## src/verilog/iew_pkg.sv

```systemverilog
package iew_pkg;
  // register byte offsets
  localparam logic [7:0] CTRL_OFS = 8'h00;
  localparam logic [7:0] STAT_OFS = 8'h04;
  localparam logic [7:0] FILT_OFS = 8'h08;
  // ctrl bits
  localparam int CTRL_MOD_EN = 0;
  localparam int CTRL_IRQ_EN = 1;
  localparam int CTRL_STOP_IE = 2;
  localparam int CTRL_SDAL_IE = 3;
  localparam int CTRL_FAST_ACKNOWLEDGE_ENABLE = 4;
  localparam int CTRL_TRANSMIT_ACKNOWLEDGE_SELECT = 5;
  localparam int CTRL_DMA_EN = 6;
  localparam int CTRL_WU_EN = 7;
  localparam int CTRL_GC_EN = 8;
  // status bits
  localparam int ST_TCF = 0;
  localparam int ST_ADDRESSED_AS_SLAVE_FLAG = 1;
  localparam int ST_ARBITRATION_LOST_FLAG = 2;
  localparam int ST_STOP_DETECT_FLAG = 3;
  localparam int ST_SCL_LOW_TIMEOUT_FLAG = 4;
  localparam int ST_BUS_IDLE_TIMEOUT_FLAG = 5;
  localparam int ST_SDA_LOW_TIMEOUT_FLAG = 6;
  localparam int ST_MODULE_IRQ_FLAG = 7;
  localparam int ST_SRW = 8;
  localparam int ST_HOLD = 9;
  // filter register
  localparam int FILT_W = 5;
  localparam int FILT_STOP_HOLDOFF_ENABLE = 7;
  localparam logic [8:0] CTRL_RST = 9'h000;
  localparam logic [7:0] FILT_RST = 8'h00;
endpackage
```

## src/verilog/iew_event_irq.sv

```systemverilog
// Added by the designer: the register addresses and register access over APB.
`timescale 1ns/1ns
module iew_event_irq #(
  parameter int FILT_MAX = 31
) (
  // apb
  input wire logic pclk,
  input wire logic presetn,
  input wire logic psel,
  input wire logic penable,
  input wire logic pwrite,
  input wire logic [7:0] paddr,
  input wire logic [31:0] pwdata,
  output logic [31:0] prdata,
  output logic pready,
  output logic pslverr,
  // two-wire pins, asynchronous
  input wire logic scl_in,
  input wire logic sda_in,
  output logic scl_hold_out,
  output logic scl_hold_oe,
  // events from shifter and timeout logic
  input wire logic master_active,
  input wire logic master_drives_sda,
  input wire logic tx_phase,
  input wire logic rx_ack_phase,
  input wire logic start_req,
  input wire logic rstart_req,
  input wire logic stop_req,
  input wire logic bus_busy,
  input wire logic addr_match,
  input wire logic gc_addr,
  input wire logic rx_dir_read,
  input wire logic data_byte,
  input wire logic slave_rx,
  input wire logic low_power,
  input wire logic scl_low_timeout,
  input wire logic sda_low_timeout,
  input wire logic bus_idle_timeout,
  // filtered lines and requests
  output logic scl_filt,
  output logic sda_filt,
  output logic irq,
  output logic dma_req,
  output logic wakeup,
  output logic stop_holdoff,
  output logic module_enable
);

  typedef struct packed {
    logic lvl;
    logic [iew_pkg::FILT_W-1:0] cnt;
  } iew_filt_s;

  typedef struct packed {
    logic [1:0] scl_s;
    logic [1:0] sda_s;
    logic scl_f;
    logic sda_f;
    logic [iew_pkg::FILT_W-1:0] scl_cnt;
    logic [iew_pkg::FILT_W-1:0] sda_cnt;
    logic [3:0] bitn;
    logic [8:0] ctrl;
    logic [7:0] filt;
    logic transfer_complete_flag;
    logic addressed_as_slave_flag;
    logic arbitration_lost_flag;
    logic stop_detect_flag;
    logic scl_low_timeout_flag;
    logic sda_low_timeout_flag;
    logic module_irq_flag;
    logic slave_direction_bit;
    logic hold;
    logic wake;
    logic [31:0] rdata;
  } iew_state_s;

  iew_state_s st_r;
  iew_state_s st_nxt;

  // decoded bus strobes
  logic wr;
  logic rd;
  logic wr_ctrl;
  logic wr_stat;
  logic wr_filt;
  // line events after the filter
  iew_filt_s scl_step;
  iew_filt_s sda_step;
  logic scl_fall;
  logic scl_rise;
  logic start_det;
  logic stop_det;
  // flag set events
  logic arb_event;
  logic match;
  logic tc_event;
  logic lp_slave;
  // request steering
  logic en_irq;
  logic dma_on;
  logic err_src;
  logic other_src;
  logic cpu_src;
  logic [31:0] stat_word;

  function automatic logic hit(input logic [7:0] a, input logic [7:0] ofs);
    hit = (a == ofs);
  endfunction

  function automatic logic w1c(input logic en, input logic [31:0] d, input int b);
    w1c = en && d[b];
  endfunction

  // a new level must persist past the programmed count; zero passes at once
  function automatic iew_filt_s filt_step(input logic lvl, input logic [iew_pkg::FILT_W-1:0] cnt,
    input logic raw, input logic [iew_pkg::FILT_W-1:0] lim);
    filt_step.lvl = lvl;
    filt_step.cnt = '0;
    if (raw != lvl) begin
      if (cnt >= lim) begin
        filt_step.lvl = raw;
      end else begin
        filt_step.cnt = cnt + 1'b1;
      end
    end
  endfunction

  assign wr = psel && penable && pwrite;
  // read data is latched at the setup edge, so the access phase needs no wait
  assign rd = psel && !penable && !pwrite;
  assign wr_ctrl = wr && hit(paddr, iew_pkg::CTRL_OFS);
  assign wr_stat = wr && hit(paddr, iew_pkg::STAT_OFS);
  assign wr_filt = wr && hit(paddr, iew_pkg::FILT_OFS);
  assign lp_slave = low_power && slave_rx && st_r.ctrl[iew_pkg::CTRL_WU_EN];
  // live status image, bus idle level passes straight through
  assign stat_word = {22'h0, st_r.hold, st_r.slave_direction_bit, st_r.module_irq_flag, st_r.sda_low_timeout_flag,
    bus_idle_timeout, st_r.scl_low_timeout_flag, st_r.stop_detect_flag, st_r.arbitration_lost_flag, st_r.addressed_as_slave_flag, st_r.transfer_complete_flag};

  always_comb begin
    st_nxt = st_r;
    // two flop synchronisers; only the second stage feeds the filter
    st_nxt.scl_s = {st_r.scl_s[0], scl_in};
    st_nxt.sda_s = {st_r.sda_s[0], sda_in};
    scl_step = filt_step(st_r.scl_f, st_r.scl_cnt, st_r.scl_s[1], st_r.filt[iew_pkg::FILT_W-1:0]);
    sda_step = filt_step(st_r.sda_f, st_r.sda_cnt, st_r.sda_s[1], st_r.filt[iew_pkg::FILT_W-1:0]);
    st_nxt.scl_f = scl_step.lvl;
    st_nxt.scl_cnt = scl_step.cnt;
    st_nxt.sda_f = sda_step.lvl;
    st_nxt.sda_cnt = sda_step.cnt;

    scl_fall = st_r.scl_f && !st_nxt.scl_f;
    scl_rise = !st_r.scl_f && st_nxt.scl_f;
    start_det = st_r.scl_f && st_nxt.scl_f && st_r.sda_f && !st_nxt.sda_f;
    stop_det = st_r.scl_f && st_nxt.scl_f && !st_r.sda_f && st_nxt.sda_f;

    // the scl fall closing a start is no bit clock, so the count parks at all ones
    tc_event = 1'b0;
    if (start_det) begin
      st_nxt.bitn = '1;
    end else if (stop_det) begin
      st_nxt.bitn = '0;
    end else if (scl_fall) begin
      if (st_r.bitn == 4'hf || st_r.bitn == 4'h8) begin
        st_nxt.bitn = '0;
      end else begin
        st_nxt.bitn = st_r.bitn + 1'b1;
      end
      // ninth fall normally, eighth with fast ack
      if (st_r.ctrl[iew_pkg::CTRL_FAST_ACKNOWLEDGE_ENABLE]) begin
        tc_event = (st_r.bitn == 4'h7);
      end else begin
        tc_event = (st_r.bitn == 4'h8);
      end
    end

    // arbitration loss causes
    arb_event = 1'b0;
    if (scl_rise && master_drives_sda && !st_nxt.sda_f && (tx_phase || rx_ack_phase)) begin
      arb_event = 1'b1;
    end
    if (start_req && bus_busy) begin
      arb_event = 1'b1;
    end
    if (rstart_req && !master_active) begin
      arb_event = 1'b1;
    end
    if (stop_det && master_active && !stop_req) begin
      arb_event = 1'b1;
    end
    // address match or enabled general call
    match = addr_match || (gc_addr && st_r.ctrl[iew_pkg::CTRL_GC_EN]);

    // register writes; clears first so that hardware sets win
    if (wr_ctrl) begin
      st_nxt.ctrl = pwdata[8:0];
    end
    if (wr_filt) begin
      st_nxt.filt = pwdata[7:0];
    end
    if (w1c(wr_stat, pwdata, iew_pkg::ST_TCF)) begin
      st_nxt.transfer_complete_flag = 1'b0;
    end
    if (w1c(wr_stat, pwdata, iew_pkg::ST_ADDRESSED_AS_SLAVE_FLAG)) begin
      st_nxt.addressed_as_slave_flag = 1'b0;
    end
    if (w1c(wr_stat, pwdata, iew_pkg::ST_ARBITRATION_LOST_FLAG)) begin
      st_nxt.arbitration_lost_flag = 1'b0;
    end
    if (w1c(wr_stat, pwdata, iew_pkg::ST_STOP_DETECT_FLAG)) begin
      st_nxt.stop_detect_flag = 1'b0;
    end
    if (w1c(wr_stat, pwdata, iew_pkg::ST_SCL_LOW_TIMEOUT_FLAG)) begin
      st_nxt.scl_low_timeout_flag = 1'b0;
    end
    if (w1c(wr_stat, pwdata, iew_pkg::ST_SDA_LOW_TIMEOUT_FLAG)) begin
      st_nxt.sda_low_timeout_flag = 1'b0;
    end
    if (w1c(wr_stat, pwdata, iew_pkg::ST_MODULE_IRQ_FLAG)) begin
      st_nxt.module_irq_flag = 1'b0;
    end
    // software choosing ack releases fast-ack hold
    if (wr_ctrl || wr_stat) begin
      st_nxt.hold = 1'b0;
    end

    if (tc_event) begin
      st_nxt.transfer_complete_flag = 1'b1;
      st_nxt.module_irq_flag = 1'b1;
      // a completed byte also wakes a sleeping slave
      if (lp_slave) begin
        st_nxt.wake = 1'b1;
      end
      // hold scl on received data byte under fast ack, not after wakeup
      if (st_r.ctrl[iew_pkg::CTRL_FAST_ACKNOWLEDGE_ENABLE] && data_byte && !st_r.wake) begin
        st_nxt.hold = 1'b1;
      end
    end
    if (match) begin
      st_nxt.addressed_as_slave_flag = 1'b1;
      st_nxt.slave_direction_bit = rx_dir_read;
      st_nxt.module_irq_flag = 1'b1;
      // wakeup at end of match in slave receive while asleep
      if (lp_slave) begin
        st_nxt.wake = 1'b1;
      end
    end
    // wake drops once the core runs again
    if (!low_power) begin
      st_nxt.wake = 1'b0;
    end

    if (arb_event) begin
      st_nxt.arbitration_lost_flag = 1'b1;
      st_nxt.module_irq_flag = 1'b1;
    end
    if (stop_det) begin
      st_nxt.stop_detect_flag = 1'b1;
    end
    if (scl_low_timeout) begin
      st_nxt.scl_low_timeout_flag = 1'b1;
    end
    if (sda_low_timeout) begin
      st_nxt.sda_low_timeout_flag = 1'b1;
    end

    // read data captured in setup, zero wait state
    st_nxt.rdata = '0;
    if (rd) begin
      case (paddr)
        iew_pkg::CTRL_OFS: st_nxt.rdata = {23'h0, st_r.ctrl};
        iew_pkg::STAT_OFS: st_nxt.rdata = stat_word;
        iew_pkg::FILT_OFS: st_nxt.rdata = {24'h0, st_r.filt};
        default: st_nxt.rdata = '0;
      endcase
    end
  end

  always_ff @(posedge pclk or negedge presetn) begin
    if (!presetn) begin
      st_r <= '{
        scl_s: 2'h3,
        sda_s: 2'h3,
        scl_f: 1'b1,
        sda_f: 1'b1,
        ctrl: iew_pkg::CTRL_RST,
        filt: iew_pkg::FILT_RST,
        default: '0
      };
    end else begin
      st_r <= st_nxt;
    end
  end

  assign en_irq = st_r.ctrl[iew_pkg::CTRL_IRQ_EN];
  assign dma_on = st_r.ctrl[iew_pkg::CTRL_DMA_EN];
  // arbitration loss and scl low timeout always go to cpu
  assign err_src = st_r.arbitration_lost_flag || st_r.scl_low_timeout_flag;
  // bus idle timeout never contributes
  assign other_src = (st_r.module_irq_flag && !st_r.arbitration_lost_flag) || (st_r.stop_detect_flag && st_r.ctrl[iew_pkg::CTRL_STOP_IE])
    || (st_r.sda_low_timeout_flag && st_r.ctrl[iew_pkg::CTRL_SDAL_IE]);
  // under dma only errors and wake reach the cpu
  assign cpu_src = err_src || (!dma_on && other_src) || st_r.wake;
  // level or of enabled sources, gated by irq enable
  assign irq = en_irq && cpu_src;
  // dma request from transfer complete
  assign dma_req = en_irq && dma_on && st_r.transfer_complete_flag;
  assign wakeup = en_irq && st_r.wake;
  assign scl_hold_out = 1'b0;
  assign scl_hold_oe = st_r.hold;
  assign scl_filt = st_r.scl_f;
  assign sda_filt = st_r.sda_f;
  assign stop_holdoff = st_r.filt[iew_pkg::FILT_STOP_HOLDOFF_ENABLE];
  assign module_enable = st_r.ctrl[iew_pkg::CTRL_MOD_EN];
  assign prdata = st_r.rdata;
  assign pready = 1'b1;
  assign pslverr = 1'b0;

endmodule

```

## config.mk

```make
export PLATFORM = sky130hd
export DESIGN_NAME = iew_event_irq
export DESIGN_NICKNAME = d
export VERILOG_FILES = /design/src/verilog/iew_pkg.sv /design/src/verilog/iew_event_irq.sv
export SDC_FILE = /design/constraint.sdc
export NUM_CORES = 1
export LEC_CHECK = 0
export ABC_AREA = 1
export BUFFER_PORTS_ARGS = -buffer_cell sky130_fd_sc_hd__buf_4
export CELL_PAD_IN_SITES_DETAIL_PLACEMENT = 0
export CELL_PAD_IN_SITES_GLOBAL_PLACEMENT = 1
export CORE_MARGIN = 2
export CORE_UTILIZATION = 37
export DETAILED_ROUTE_END_ITERATION = 16
export PLACE_DENSITY = 0.87
export SYNTH_ARGS = -nofsm -noshare
export SYNTH_HDL_FRONTEND = slang
export SYNTH_SLANG_ARGS = --single-unit
```

## constraint.sdc

```tcl
create_clock -name pclk -period 2.25 [get_ports pclk]
set_input_delay 0 -clock pclk [delete_from_list [all_inputs] [get_ports pclk]]
set_output_delay 0 -clock pclk [all_outputs]
set_load 0.005 [all_outputs]
```

==> results of run 1 <==
==> worst min path at each step <==
stage	slack, ns	depth (start not counted)	from	end
4_1_cts	0.03	4	stop_req	st_r[39]
3_5_place_dp	0.11	1	presetn	st_r[57]
2_1_floorplan	-0.30	0	presetn	dma_on
5_1_grt	0.05	4	stop_req	st_r[35]
3_3_place_gp	0.10	1	presetn	st_r[58]
6_report	0.05	4	stop_req	st_r[39]
==> metrics by stage <==
step	instance area [um2]	cells	hold WS [ns]
2_1_floorplan	3270	402	-0.296
3_3_place_gp	3560	528	0.102
4_1_cts	3990	570	0.0304
5_1_grt	3990	570	0.0498
3_5_place_dp	3560	528	0.106
6_report	3990	570	0.0472
==> final cells by class <==
type | count | area [um2]
fillers | 785 | 4310
flip-flops and latches | 57 | 1430
multi-input cells | 251 | 1340
repair buffers | 85 | 703
inverters | 56 | 210
clock buffers | 11 | 141
well taps | 105 | 131
clock inverters | 5 | 31.3
==> cell usage in the layout (no fill, tap or decap), types with 3 or more instances in the layout <==
master	synthesis	routed
nand2_1	81	81
buf_4	36	59
inv_1	56	56
dfrtp_1	51	51
nand3_1	31	31
dlygate4sd3_1	0	26
nor2_1	25	25
conb_1	2	25
o21ai_0	17	17
ha_1	14	14
clkbuf_8	0	10
nor3_1	8	8
o21ai_2	8	8
a21oi_1	6	6
dfstp_2	6	6
xor2_1	4	4
nand2_2	4	4
nand4_1	4	4
o211ai_1	3	3
o21bai_1	3	3
clkinv_2	0	3
==> flip-flops by register name (all words and copies together), names as in the netlist <==
signal / cells
st_r: 38
prdata: 10
st_nxt: 2
dma_on: 1
en_irq: 1
module_enable: 1
scl_filt: 1
scl_hold_oe: 1
sda_filt: 1
stop_holdoff: 1
==> tightest hold or removal path, cell delays in order <==
cell and delay, ns:
buf_4 0.08, nor2_1 0.03, nand4_1 0.13, nand4_1 0.09
==> cell families after synthesis <==
| group | synth area share (%) |
|---|---|
| other | 0.236 |
| flip-flops | 45.0 |
| buffers and inverters | 15.6 |
| multiplexers | 0.707 |
| XOR/XNOR | 1.65 |
| adder cells (fa/ha/maj) | 5.50 |
| AO/OA/AOI/OAI | 8.87 |
| AND/OR/NAND/NOR | 22.5 |
==> layer usage <==
| metal | up-vias | share of wire, % | track usage [%] |
|---|---|---|---|
| met2 | 74 | 46 | 24.4 |
| met4 | 0 | 0.53 | 3.58 |
| met5 | - | 0 | 0 |
| met1 | 1183 | 47 | 20.4 |
| met3 | 2 | 6.1 | 4.91 |
| li1 | 1308 | - | - |
==> timing repair <==
action,CTS,global route
hold buffers,26,0
hold endpoints to repair,79,0
setup buffers,0,0
==> power breakdown <==
group / leakage [uW] / internal, uW / switching, uW
Clock: 0.0000891 / 425 / 410
Sequential: 0.000729 / 1070 / 40.9
Combinational: 0.00128 / 147 / 162
==> metrics.cfg, run 1 <==
[worst_setup_path]
crit_path_end_kind=flop
cpMostUsedCell=nand3_1
r2r_start=st_r[46]
required_ns=2.52
crit_type=reg2reg
r2r-end=st_r[60]
critPathLaunch=st_r[46]
slowest_stage=dfrtp_1
crit_buf_inv=1
crit_cells=7
cp-endpoint=st_r[60]
path_max_fanout=6
reg2reg_setup_slack_ns=0.30
cp-start-kind=flop
crit_chain=inv_1, ha_1, a21oi_1, nand3_1, o21ai_1, nand4_1, nand3_1
cp_data_arrival_time_ns=2.22
critical_path.top_delay_family=simple AND/OR/NAND/NOR gates
critPathMaxStageDelay_ns=0.37
worstRegToRegCells=7

[place]
gp_congestion=0.805
port_buffers=58
hpwlAfterDp_mm=4.96
dpl_worst_slack_ns=0.333

[synth]
yosys_warnings=0
yosysMostFrequentCell=nand2_1
synth_cell_types=34
ys_ff_latch=57
async_flop_share_pct=100
synth_ff_type=dfrtp_1
ys_seq_area_share_pct=45.0
synth_top_area_share_pct=40.0
synth_edf_count=0
synth_area_um2=3190
synth.area.top_cells=dfrtp_1 40%, nand2_1 9.5%, buf_4 8.5%, inv_1 6.6%, ha_1 5.5%
yosys-top-cells-count=81 x nand2_1, 56 x inv_1, 51 x dfrtp_1
synthCells=379
yosys.area.top_type=dfrtp_1
syn_avg_cell_area_um2=8.41

[clocking]
clockBufferDepth=2
clk-insertion-delay-late_ns=0.34
cts_tree=yes
cts_resized=0
cts_num_sinks=57
cts.clk_slew.worst_paths_ns=0.07
htreeDepth=3
cts_buffers=9
cts-root-buf=clkbuf_8

[route]
ant_nets=0
wl_per_cell_um=12.0
drt-total-wl_mm=6.84
vias_per_cell=4.50
num_vias=2567
drc=0
drtIter0Drc=102
drt_first_pass_iters=4

[die]
rows=33
die-area_um2=9370
die_h_um=96.8
ioPinCount=107
core_area_um2=8300
die_w_um=96.8
start_util_pct=38.4

[sta]
post-route-min-period_ns=1.95
slew_headroom_pct=52.1
rsz0062_at_grt=no
hold_viol_final=0
clock_skew_ns=0.0110
worst_slew_pin_slew_ns=0.718
post-route-period-util_pct=86.9
max_freq_mhz=512
finalSetupViolCount=0
layout_setup_ws_ns=0.295
maxSlewViolCount=0
timing.setup.tns_ns=0

[pwr]
power.leakage_uw=0.00210
total_power_uw=2260
peakVddDrop_mv=0.432
power_density_nw_per_um2=565

[final_layout]
layout.nets=538
drive_gt1_share_pct=21.7
antenna_cells=0
utilization_pct=48.1
synthToLayoutAreaGrowth_pct=25.3

[grt]
overflow=0
first_global_vias=2489
grt_pass1_wl_mm=11.7
grt_usage_pct=15.3
grt_antenna_before_repair=0
grt_max_degree=58

[status]
status=complete, no violations

[job]
maxCapViolations=0

[worst_hold_path]
hold_path.class=in2reg

(Power assumes the default switching activity.)
==> run 2, diff against run 1 <==
ABC_CLOCK_PERIOD_IN_PS = 2250   (was not set)
PLACE_DENSITY = 0.78   (was 0.87)
==> metrics.cfg, run 2 (synthesized netlist as in run 1, its figures left out) <==
[status]
status=complete, no violations

[clocking]
post-cts-setup-buffers=0
cts_buffers=9
clk-insertion-delay-late_ns=0.33
cts-root-buf=clkbuf_8
htreeDepth=3
clockBufferDepth=2
cts_tree=yes
cts_num_sinks=57
cts_hold_buffers=24
cts_resized=0
cts.clk_slew.worst_paths_ns=0.06

[pwr]
power_density_nw_per_um2=592
power_switching_uw=589
power.leakage_uw=0.00210
clkPwrFrac_pct=40.1
total_power_uw=2370
p_comb_share_pct=12.9
seqPwrFrac_pct=47.0
p_int_uw=1780
swShare_pct=24.9
peakVddDrop_mv=0.366

[sta]
hold_viol_final=0
timing.setup.tns_ns=0
post-route-period-util_pct=86.2
rsz0062_at_grt=no
max_freq_mhz=516
worst_slew_pin_slew_ns=0.721
clock_skew_ns=0.00806
finalSetupViolCount=0
post-route-min-period_ns=1.94
maxSlewViolCount=0
slew_headroom_pct=51.6

[die]
rows=33
die_h_um=96.8
ioPinCount=107
start_util_pct=38.4
die_w_um=96.8
die-area_um2=9370
core_area_um2=8300

[worst_setup_path]
path_max_fanout=6
r2r-end=st_r[59]
required_ns=2.51
worstRegToRegCells=7
r2r_start=st_r[46]
crit_path_end_kind=flop
reg2reg_setup_slack_ns=0.31
cp-start-kind=flop
cp_data_arrival_time_ns=2.20
cpMostUsedCell=nand3_1
critPathMaxStageDelay_ns=0.36
crit_chain=inv_1, ha_1, a21oi_1, nand3_1, o21ai_1, nand4_1, nand3_1
crit_type=reg2reg
slowest_stage=dfrtp_1

[final_layout]
design_area_um2=4000
antenna_cells=0
synthToLayoutAreaGrowth_pct=25.4
regMostFlops=st_r
layout.nets=536
largest_reg_flops=38
mostFrequentLayoutCells=81 x nand2_1, 59 x buf_4, 56 x inv_1
utilization_pct=48.2
drive_gt1_share_pct=21.6
layout_commonest_cell=nand2_1

[route]
drt_first_pass_iters=4
vias_per_cell=4.43
ant_nets=0
wl_per_cell_um=12.1
drt-total-wl_mm=6.86
num_vias=2513
drc=0
drtIter0Drc=126

[place]
placed_area_um2=3560
port_buffers=58
gp_congestion=0.777
hpwlAfterDp_mm=5.00

[grt]
grt_pass1_wl_mm=11.4
grt_usage_pct=15.3
first_global_vias=2463
grt_max_degree=58
grt_antenna_before_repair=0
overflow=0

[worst_hold_path]
hp-start=penable
hold_path.class=in2reg
whs_endpoint=prdata[0]
whs_path_depth=4

[job]
maxCapViolations=0

run 2: cell count changes in the layout (fill, tap and decap cells not counted), sizes merged:
cell	change
clkbuf	+1
bufinv	+1
dlygate4sd3	-2
clkinv	-2
clkinvlp	-1
run 2: final cells by class:
cell class / count / area [um2]
inverter: 56 / 210
tap: 105 / 131
multi-input combinational: 251 / 1340
sequential: 57 / 1430
clock buffer: 12 / 155
clock inverter: 3 / 40.0
timing repair buffer: 83 / 683
fill: 818 / 4300
run 2: stage by stage:
step	setup slack, ns	hold slack, ns	instances
after floorplan	0.627	-0.296	402
after global placement	0.356	0.105	528
after detailed placement	0.305	0.110	528
after CTS	0.312	0.00204	567
after global routing	0.0853	0.0204	567
final	0.311	0.0152	567
run 2: worst max-delay path: cells and delay by family (launching register included):
kind	cells	cell delay (ns)
AO/OA/AOI/OAI	2	0.51
adder cells (fa/ha/maj)	1	0.33
buffers and inverters	1	0.08
flip-flops	1	0.36
AND/OR/NAND/NOR	3	0.58
run 2: metal layers:
metal,vias to the layer above,global-route usage (%),share of wire (%),wire (um)
li1,1309,-,-,-
met1,1133,20.0,48,3310
met2,64,24.7,46,3180
met3,7,4.70,4.4,303
met4,0,3.90,0.95,65
met5,-,0,0,0
run 2: worst max-delay path by stage:
stage	startpoint	to	slack, ns	cells after the start
finish	st_r[46]	st_r[59]	0.31	7
global route	st_r[46]	st_r[60]	0.09	11
CTS	st_r[46]	st_r[59]	0.31	7
detailed placement	st_r[46]	st_r[59]	0.31	7
global placement	st_r[46]	st_r[62]	0.36	7
floorplan	st_r[46]	st_r[59]	0.63	11
run 2: power by group through the flow:
stage                     clock [uW]  sequential (uW)  combinational (uW)
after floorplan                    0             1120                 191
after global placement             0             1130                 268
after CTS                        974             1110                 308
after detailed placement           0             1130                 275
after global routing            1020             1120                 348
final                            950             1110                 305
==> run 3, diff against run 2 <==
CORE_ASPECT_RATIO = 0.5   (was not set)
==> metrics.cfg, run 3 (synthesized netlist as in run 1, its figures left out) <==
[status]
status=complete, no violations

[final_layout]
drive_gt1_share_pct=21.2
instances_no_fill=575
synthToLayoutAreaGrowth_pct=28.0
layout.nets=536
largest_reg_flops=38
regMostFlops=st_r
final.fill_count=797
multi_input_area_um2=1340
antenna_cells=0
seqCellArea_um2=1430
layout_commonest_cell=nand2_1
mostFrequentLayoutCells=81 x nand2_1, 60 x buf_4, 56 x inv_1

[sta]
worst_slew_pin_slew_ns=0.732
post-route-period-util_pct=84.8
clock_skew_ns=0.00667
rsz0062_at_grt=no
timing.setup.tns_ns=0
finalSetupViolCount=0
maxSlewViolCount=0
hold_viol_final=0
max_freq_mhz=524
slew_headroom_pct=51.2
post-route-min-period_ns=1.91

[clocking]
htreeDepth=3
clockBufferDepth=2
clk-insertion-delay-late_ns=0.33
cts_buffers=9
cts.clk_slew.worst_paths_ns=0.05
cts-root-buf=clkbuf_16
cts_resized=0
cts_tree=yes
cts_num_sinks=57

[worst_setup_path]
cp-start-kind=flop
path_max_fanout=6
reg2reg_setup_slack_ns=0.34
worstRegToRegCells=11
r2r_start=st_r[46]
critPathLaunch=st_r[46]
r2r-end=st_r[60]
required_ns=2.45
cp_data_arrival_time_ns=2.11
crit_path_end_kind=flop
crit_type=reg2reg

[worst_hold_path]
whs_path_depth=4
hold_path.class=in2reg
hp-start=stop_req
whs_endpoint=st_r[39]

[die]
start_util_pct=39.0
die_w_um=135
rows=23
die-area_um2=9420
die_h_um=69.6
core_area_um2=8170
ioPinCount=107

[grt]
gr-usage-met2_pct=24.3
first_global_vias=2486
top_usage_layer=met2
overflow=0
met1_usage_pct=21.7
grt_max_degree=58
grt.met3_usage_pct=6.21
grt_usage_pct=16.2
grt_antenna_before_repair=0
grt_pass1_wl_mm=11.7

[route]
drt_first_pass_iters=4
drtIter0Drc=169
drt-total-wl_mm=6.97
ant_nets=0
drc=0
wl_per_cell_um=12.1
vias_per_cell=4.43
num_vias=2545

[place]
port_buffers=58
gp_congestion=0.809
place_inst=536
hpwlAfterDp_mm=5.13

[job]
maxCapViolations=0

[pwr]
peakVddDrop_mv=0.370
power_density_nw_per_um2=651
power.leakage_uw=0.00214

==> run 3: cell types whose count changed in the layout (fill, tap and decap cells not counted) <==
cell	previous run	this run
clkbuf_16	0	9
clkbuf_8	11	2
clkbuf_1	1	5
clkinv_2	2	0
buf_4	59	60
bufinv_16	1	0
dlygate4sd3_1	24	23
==> run 3: metrics by stage <==
step / worst slack, ns / hold slack [ns] / total power (uW) / util [%] / cell area (um2)
floorplan: 0.627 / -0.296 / 1310 / - / 3270
global placement: 0.326 / 0.109 / 1400 / 43.8 / 3580
detailed placement: 0.309 / 0.110 / 1400 / 43.8 / 3580
CTS: 0.295 / 0.0551 / 2700 / 49.9 / 4080
global route: 0.0349 / 0.0798 / 2790 / 49.9 / 4080
finish: 0.342 / 0.0761 / 2650 / 49.9 / 4080
==> run 3: worst max path at each step <==
stage | end | slack [ns] | cells after the start
floorplan | st_r[59] | 0.63 | 11
global placement | st_r[60] | 0.33 | 11
detailed placement | st_r[60] | 0.31 | 7
CTS | st_r[60] | 0.30 | 7
global route | st_r[59] | 0.03 | 11
finish | st_r[60] | 0.34 | 11
==> run 3: final cells by class <==
class                      count  area share (%)
sequential                    57            35.2
multi-input combinational    251            32.9
tap                          112            3.44
inverter                      56            5.15
timing repair buffer          83            16.7
clock buffer                  16            6.66
==> run 3: critical path, cell delays in order (launching register included) <==
cell and delay, ns:
dfrtp_1 0.37, inv_1 0.08, ha_1 0.30, nand2_1 0.07, nor2_1 0.10, nand2_1 0.05
nand3_1 0.16, nand2_1 0.15, nor2_2 0.21, inv_1 0.11, nand3_1 0.09, nand3_1 0.08
==> run 3: repair_timing <==
action,CTS,global route
hold buffers,23,0
setup buffers,0,0
hold endpoints to repair,76,0
==> run 3: where the power goes <==
| group | leakage, uW | internal, uW | total (uW) | switching (uW) |
|---|---|---|---|---|
| Clock | 0.000131 | 804 | 1240 | 431 |
| Sequential | 0.000729 | 1070 | 1120 | 42.9 |
| Combinational | 0.00128 | 144 | 301 | 157 |
| Total | 0.00214 | 2020 | 2650 | 631 |
==> run 3: routing by layer <==
layer / share of wire [%] / vias up
met5: 0 / -
met4: 1.0 / 0
met3: 5.8 / 6
met2: 43 / 74
met1: 50 / 1156
li1: - / 1309
